[config.mk]
export PLATFORM = sky130hd
export DESIGN_NAME = abk_bank
export DESIGN_NICKNAME = d
export VERILOG_FILES = /design/src/abk_pkg.sv /design/src/abk_regfile.sv /design/src/abk_bank.sv
export SDC_FILE = /design/constraint.sdc
export NUM_CORES = 1
export LEC_CHECK = 0
export BUFFER_PORTS_ARGS = -buffer_cell sky130_fd_sc_hd__buf_2
export CORE_AREA = 2 2 122 124
export DETAILED_ROUTE_END_ITERATION = 8
export DIE_AREA = 0 0 124 126
export PLACE_DENSITY = 0.73
export SETUP_SLACK_MARGIN = 0.05
export SLEW_MARGIN = 5
export SYNTH_ARGS = -nofsm -noshare
export SYNTH_HDL_FRONTEND = slang
export SYNTH_HIERARCHICAL = 1
export SYNTH_SLANG_ARGS = --single-unit
[constraint.sdc]
create_clock -name mclk -period 4.1 [get_ports mclk]
set_input_delay 0.205 -clock mclk [delete_from_list [all_inputs] [get_ports mclk]]
set_output_delay 0.205 -clock mclk [all_outputs]
set_load 0.03 [all_outputs]
[src/abk_pkg.sv]
// package: register map, field positions and constants of the bank-four config
package abk_pkg;
	// register offsets
	localparam logic [7:0] ABK_ADDR_INSEL = 8'h3b;
	localparam logic [7:0] ABK_ADDR_PWR = 8'h3c;
	localparam logic [7:0] ABK_ADDR_CLKDLY = 8'h43;
	// reset values
	localparam logic [15:0] ABK_INSEL_RST = 16'h0000;
	localparam logic [15:0] ABK_PWR_RST = 16'h0000;
	localparam logic [15:0] ABK_CLKDLY_RST = 16'h0000;
	// input-select register fields
	localparam int ABK_PAIR_SEL_LSB = 8;
	localparam int ABK_PAT15_LSB = 5;
	localparam int ABK_PAT16_LSB = 2;
	localparam int ABK_PAT_W = 3;
	// bits that exist (all else reads as zero and is not stored)
	localparam logic [15:0] ABK_INSEL_MASK = 16'h0ffc;
	localparam logic [15:0] ABK_CLKDLY_MASK = 16'h001e;
	// power register fields
	localparam int ABK_DIG_OFF_LSB = 12;
	localparam int ABK_LANE_OFF_LSB = 8;
	localparam int ABK_ANA_OFF_LSB = 4;
	localparam int ABK_INV_LSB = 0;
	// clock-delay field
	localparam int ABK_DLY_LSB = 1;
	localparam int ABK_DLY_W = 4;
	localparam int ABK_DLY_STEP_PS = 110;
	// lane data width
	localparam int ABK_DATA_W = 14;
	// lanes handled: 13..16, index 0..3
	localparam int ABK_NLANE = 4;
	localparam logic [ABK_DATA_W-1:0] ABK_ZERO_DATA = 14'h0000;
endpackage : abk_pkg

[src/abk_regfile.sv]
// file: three-word configuration store with registered read data
`timescale 1ns/1ns
module abk_regfile (
	input wire logic mclk,
	input wire logic rst_n,
	input wire logic ce,
	input wire logic [7:0] addr,
	input wire logic [15:0] wdata,
	input wire logic wr_en,
	input wire logic rd_en,
	output logic [15:0] rdata,
	output logic [15:0] insel_q,
	output logic [15:0] pwr_q,
	output logic [15:0] clkdly_q
);
	import abk_pkg::*;

	logic [15:0] insel_r;
	logic [15:0] pwr_r;
	logic [15:0] clkdly_r;
	logic [15:0] rdata_r;

	// ----------------------------------------
	// register writes
	// ----------------------------------------
	// all fields writable, zero after reset
	always_ff @(posedge mclk or negedge rst_n) begin
		if (!rst_n) begin
			insel_r <= ABK_INSEL_RST;
			pwr_r <= ABK_PWR_RST;
			clkdly_r <= ABK_CLKDLY_RST;
		end else if (ce && wr_en) begin
			case (addr)
				ABK_ADDR_INSEL: insel_r <= wdata & ABK_INSEL_MASK;
				ABK_ADDR_PWR: pwr_r <= wdata;
				ABK_ADDR_CLKDLY: clkdly_r <= wdata & ABK_CLKDLY_MASK;
				default: ;
			endcase
		end
	end

	// ----------------------------------------
	// read port
	// ----------------------------------------
	// read data one cycle after the strobe, zero for unmapped or idle, held while ce is low
	always_ff @(posedge mclk or negedge rst_n) begin
		if (!rst_n) begin
			rdata_r <= 16'h0000;
		end else if (ce) begin
			if (rd_en) begin
				case (addr)
					ABK_ADDR_INSEL: rdata_r <= insel_r;
					ABK_ADDR_PWR: rdata_r <= pwr_r;
					ABK_ADDR_CLKDLY: rdata_r <= clkdly_r;
					default: rdata_r <= 16'h0000;
				endcase
			end else begin
				rdata_r <= 16'h0000;
			end
		end
	end

	assign rdata = rdata_r;
	assign insel_q = insel_r;
	assign pwr_q = pwr_r;
	assign clkdly_q = clkdly_r;
endmodule : abk_regfile

[src/abk_bank.sv]
// file: top of the converter 13-16 configuration and lane output slice
//
// The plain strobed port was chosen for this implementation.
`timescale 1ns/1ns

module abk_bank (
	input wire logic mclk,
	input wire logic rst_n,
	input wire logic ce,
	input wire logic [7:0] reg_addr,
	input wire logic [15:0] reg_wdata,
	input wire logic reg_wr,
	input wire logic reg_rd,
	output logic [15:0] reg_rdata,
	input wire logic mode_16in,
	input wire logic per_lane_pattern_select,
	input wire logic [3:0] lane_pattern_active,
	input wire logic [abk_pkg::ABK_DATA_W-1:0] conv_data [4],
	input wire logic [abk_pkg::ABK_DATA_W-1:0] pattern_data [4],
	output logic [3:0] conv_pair_odd,
	output logic [5:0] conv_pair_num [4],
	output logic [2:0] lane15_pattern_code,
	output logic [2:0] lane16_pattern_code,
	output logic lane15_code_valid,
	output logic lane16_code_valid,
	output logic [3:0] conv_digital_off,
	output logic [3:0] conv_analog_off,
	output logic [3:0] lane_off,
	output logic [abk_pkg::ABK_DATA_W-1:0] lane_data [4],
	output logic signed [3:0] out_clock_delay_steps,
	output logic signed [10:0] out_clock_delay_ps
);
	import abk_pkg::*;

	logic [15:0] insel_q;
	logic [15:0] pwr_q;
	logic [15:0] clkdly_q;
	logic [ABK_DATA_W-1:0] lane_data_r [4];
	logic [5:0] pair_num_r [4];
	// named control fields, one per documented field
	logic conv13_pair_select;
	logic conv14_pair_select;
	logic conv15_pair_select;
	logic conv16_pair_select;
	logic conv13_digital_off;
	logic conv14_digital_off;
	logic conv15_digital_off;
	logic conv16_digital_off;
	logic lane13_off;
	logic lane14_off;
	logic lane15_off;
	logic lane16_off;
	logic conv13_analog_off;
	logic conv14_analog_off;
	logic conv15_analog_off;
	logic conv16_analog_off;
	logic lane13_data_invert;
	logic lane14_data_invert;
	logic lane15_data_invert;
	logic lane16_data_invert;
	// the same fields gathered per converter, index 0 = converter 13
	logic [3:0] pair_sel_v;
	logic [3:0] dig_off_v;
	logic [3:0] lane_off_v;
	logic [3:0] ana_off_v;
	logic [3:0] invert_v;

	// ----------------------------------------
	// register store
	// ----------------------------------------
	abk_regfile u_regs (
		.mclk(mclk),
		.rst_n(rst_n),
		.ce(ce),
		.addr(reg_addr),
		.wdata(reg_wdata),
		.wr_en(reg_wr),
		.rd_en(reg_rd),
		.rdata(reg_rdata),
		.insel_q(insel_q),
		.pwr_q(pwr_q),
		.clkdly_q(clkdly_q)
	);

	// ----------------------------------------
	// field decode
	// ----------------------------------------
	// input-pair selects, converter 13 on bit 11
	assign conv13_pair_select = insel_q[ABK_PAIR_SEL_LSB + 3];
	assign conv14_pair_select = insel_q[ABK_PAIR_SEL_LSB + 2];
	assign conv15_pair_select = insel_q[ABK_PAIR_SEL_LSB + 1];
	assign conv16_pair_select = insel_q[ABK_PAIR_SEL_LSB];
	// digital power-down, converter 13 on bit 12
	assign conv13_digital_off = pwr_q[ABK_DIG_OFF_LSB];
	assign conv14_digital_off = pwr_q[ABK_DIG_OFF_LSB + 1];
	assign conv15_digital_off = pwr_q[ABK_DIG_OFF_LSB + 2];
	assign conv16_digital_off = pwr_q[ABK_DIG_OFF_LSB + 3];
	// lane power-down, lane 13 on bit 8
	assign lane13_off = pwr_q[ABK_LANE_OFF_LSB];
	assign lane14_off = pwr_q[ABK_LANE_OFF_LSB + 1];
	assign lane15_off = pwr_q[ABK_LANE_OFF_LSB + 2];
	assign lane16_off = pwr_q[ABK_LANE_OFF_LSB + 3];
	// analog power-down, converter 13 on bit 4
	assign conv13_analog_off = pwr_q[ABK_ANA_OFF_LSB];
	assign conv14_analog_off = pwr_q[ABK_ANA_OFF_LSB + 1];
	assign conv15_analog_off = pwr_q[ABK_ANA_OFF_LSB + 2];
	assign conv16_analog_off = pwr_q[ABK_ANA_OFF_LSB + 3];
	// data inversion, lane 13 on bit 0
	assign lane13_data_invert = pwr_q[ABK_INV_LSB];
	assign lane14_data_invert = pwr_q[ABK_INV_LSB + 1];
	assign lane15_data_invert = pwr_q[ABK_INV_LSB + 2];
	assign lane16_data_invert = pwr_q[ABK_INV_LSB + 3];
	// gather each field per converter for the generate loop below
	assign pair_sel_v = {conv16_pair_select, conv15_pair_select,
		conv14_pair_select, conv13_pair_select};
	assign dig_off_v = {conv16_digital_off, conv15_digital_off,
		conv14_digital_off, conv13_digital_off};
	assign lane_off_v = {lane16_off, lane15_off, lane14_off, lane13_off};
	assign ana_off_v = {conv16_analog_off, conv15_analog_off,
		conv14_analog_off, conv13_analog_off};
	assign invert_v = {lane16_data_invert, lane15_data_invert,
		lane14_data_invert, lane13_data_invert};

	// ----------------------------------------
	// per-converter controls (index 0 = converter 13)
	// ----------------------------------------
	genvar g;
	generate
		for (g = 0; g < ABK_NLANE; g++) begin : g_conv
			// select bit 11-g belongs to converter 13+g
			assign conv_pair_odd[g] = pair_sel_v[g];
			// pair number 25+2g or 26+2g, only meaningful in 16-input mode
			always_ff @(posedge mclk or negedge rst_n) begin
				if (!rst_n) begin
					pair_num_r[g] <= 6'h00;
				end else if (ce) begin
					if (mode_16in) begin
						pair_num_r[g] <= 6'(25 + 2 * g)
							+ {5'h00, pair_sel_v[g]};
					end else begin
						pair_num_r[g] <= 6'h00;
					end
				end
			end
			assign conv_pair_num[g] = pair_num_r[g];
			// bit order runs from converter 13 on bit 0 up to 16 on bit 3
			assign conv_digital_off[g] = dig_off_v[g];
			assign lane_off[g] = lane_off_v[g];
			assign conv_analog_off[g] = ana_off_v[g];
			// lane mux: pattern passes untouched, data may be inverted
			always_ff @(posedge mclk or negedge rst_n) begin
				if (!rst_n) begin
					lane_data_r[g] <= ABK_ZERO_DATA;
				end else if (ce) begin
					if (lane_off_v[g]) begin
						lane_data_r[g] <= ABK_ZERO_DATA;
					end else if (lane_pattern_active[g]) begin
						lane_data_r[g] <= pattern_data[g];
					end else if (invert_v[g]) begin
						lane_data_r[g] <= ~conv_data[g];
					end else begin
						lane_data_r[g] <= conv_data[g];
					end
				end
			end
			assign lane_data[g] = lane_data_r[g];
		end
	endgenerate

	// ----------------------------------------
	// per-lane test-pattern codes
	// ----------------------------------------
	// codes are offered always; valid only with per-lane selection on
	assign lane15_pattern_code = insel_q[ABK_PAT15_LSB +: ABK_PAT_W];
	assign lane16_pattern_code = insel_q[ABK_PAT16_LSB +: ABK_PAT_W];
	assign lane15_code_valid = per_lane_pattern_select;
	assign lane16_code_valid = per_lane_pattern_select;

	// ----------------------------------------
	// data clock delay
	// ----------------------------------------
	// signed step count and its value in picoseconds
	assign out_clock_delay_steps = signed'(clkdly_q[ABK_DLY_LSB +: ABK_DLY_W]);
	assign out_clock_delay_ps = 11'(out_clock_delay_steps
		* 11'(ABK_DLY_STEP_PS));
endmodule : abk_bank

==> run summary <==
Outcome -> finished with violations
Failing checks -> negative hold slack
Unrepaired setup endpoints after global routing -> false
Post-CTS sizing -> 0
Maximum clock path buffer count -> 2
Clock buffer count from CTS -> 9
Pre-CTS WS -> 0.809 ns
I/O pin count -> 282
PortBufs -> 273
Tmin final -> 3.65 ns
Origin of the worst setup path -> u_regs/clkdly_q[2]$_DFFE_PN0P_
Power, Total -> 2.72 mW
Slowest CP cell -> dfrtp_1
Root buffer cell -> clkbuf_16
Placed inst area -> 7460 um2
Starting Density -> 0.431
Initial antenna violation count -> 0
Max incr delay on CP -> 0.52 ns
CTS tree -> built
Kind of end point of the critical path -> output port
PD cells -> 350 nW/um2
CP required -> 3.89 ns
Share of layout cells above drive strength 1 -> 0.421
Number of cells on the worst reg-to-reg path -> 3
Final Hold Fails -> 17
Lkg Pwr -> 4.48 nW
Setup violations, final -> 0
DR top layer -> met4
Final setup margin -> 0.453 ns
H-tree depth -> 3
Final Max Slew Viols -> 0
Total length of routed met3 wires -> 1.26 mm
Drt drc -> 0
DP HPWL -> 12.1 mm
Syn Area/Cell -> 11.4 um2
P&R area growth vs syn -> 25.8%
Final instance area -> 7770 um2
Crit path buffers/inverters -> 2
Most frequent cell on the critical path -> ha_1
Fillers -> 1282
VDD IR max -> 0.268 mV
Die area -> 15600 um2
Placed cell count -> 955
Cell depth of the worst setup path -> 10
Aggregate global routing overflow -> 0
Number of global-route vias before repair -> 4636
Vias per Instance -> 5.00
Core Region -> 14300 um2
Initial DRT Pass Iterations -> 4
Critical R2R Launch -> u_regs/pwr_q[3]$_DFFE_PN0P_
FMAX -> 0.274 GHz
N_diodes -> 0
Crit path DAT -> 3.44 ns
Largest net degree at the start of global routing -> 73
Synth Instances -> 543
CTS sink cnt -> 111
Chip height -> 126 um
# rows -> 44
Via total after detailed routing -> 4856
Worst-Margin Slew -> 1.08 ns
CP Cell Sequence -> inv_1 > ha_1 > ha_1 > fa_1 > ha_1 > fa_1 > a21o_2 > a221o_1 > xor2_1 > buf_2
Worst-path clk slew -> 0.07 ns
WHS -> -0.0261 ns
Chip width -> 124 um
Max FO, Critical Path -> 8
# nets final -> 949
Worst hold path class -> input port to asynchronous set/reset pin
Antenna Nets Post-Route -> 0
Hold buffers post-CTS -> 0
Drt first-iter violations -> 215
M1 WL -> 6.73 mm
Ys Warns -> 6
Mapped Area -> 6170 um2
Slack of the worst reg-to-reg path -> 2.20 ns
Met2 WL -> 7.48 mm
First-pass GRT wire length -> 24.2 mm
Slew HR -> 0.279
Avg WL per Cell -> 16.3 um
Number of max-cap violations -> 0
Total GRT Usage -> 0.200
Crit Path Class -> flop to output port
Setup TNS -> 0 ns
Skew final -> 0.00795 ns
Final worst path period share -> 0.889
Total length of routed wires -> 15.9 mm
Critical path's top delay family -> adder cells
Startpoint types -> flop
Post-CTS Setup Inserts -> 0
Finished Layout Cells -> 971
Clk_lat worst skew -> 0.34 ns
Routability cong. -> 0.834
==> layout by cell type (no fill, tap or decap), drive strengths merged, types with 2 or more instances in the layout <==
cell / n
a21oi: 3
or4bb: 3
inv: 70
nor2b: 8
fa: 4
conb: 5
and3: 2
a211oi: 4
nor2: 2
buf: 275
or4b: 2
o22ai: 56
nor4: 2
mux2i: 56
mux2: 31
nand3: 5
a221o: 12
dfrtp: 111
nor3: 4
ha: 16
nand4b: 4
a22o: 5
o21ai: 9
xnor2: 2
clkbuf: 13
nand3b: 6
nand2b: 4
bufinv: 2
xor2: 58
nand2: 2
a21o: 2
==> registers in the layout, summed over array words and instances (netlist names) <==
register / count
lane_data: 56
u_regs/pwr_q: 16
u_regs/rdata: 16
u_regs/insel_q: 10
conv_pair_num: 9
u_regs/clkdly_q: 4
==> path summary, 6_finish.rpt <==
| check | end |
|---|---|
| worst max-delay path | out_clock_delay_ps[10] |
| worst min-delay path | lane_data[35]$_DFFE_PN0P_ |
| min in group mclk | u_regs/pwr_q[0]$_DFFE_PN0P_ |
| max in group asynchronous | lane_data[24]$_DFFE_PN0P_ |
| worst max register to register | u_regs/rdata[3]$_DFFE_PN0P_ |
| worst min register to register | u_regs/rdata[0]$_DFFE_PN0P_ |
==> per-layer routing <==
| layer | up-vias | global-route usage |
|---|---|---|
| met4 | 0 | 0.0813 |
| met5 | - | 0 |
| met1 | 2293 | 0.259 |
| met3 | 27 | 0.0417 |
| met2 | 190 | 0.325 |
| li1 | 2346 | - |
==> cell type report <==
cell class              count  area [um2]  share of cell area
well taps                 184         230              0.0296
repair buffers            275        1380               0.178
inverters                  70         263              0.0338
multi-input cells         315        2810               0.361
flip-flops and latches    111        2780               0.358
clock buffers              13         240              0.0309
clock inverters             3        67.6             0.00870
==> power by group <==
group	internal, mW	switching, mW	leakage (nW)
Clock	0.537	0.380	0.144
Sequential	1.17	0.0503	1.44
Combinational	0.204	0.385	2.90
Total	1.91	0.816	4.48
==> stage by stage <==
stage	hold slack, ns	utilization
3_3_place_gp	0.398	0.521
4_1_cts	0.0225	0.543
3_5_place_dp	0.402	0.521
5_1_grt	0.0618	0.543
6_report	-0.0261	0.543
2_1_floorplan	-0.0906	-
(Power assumes the default switching activity.)
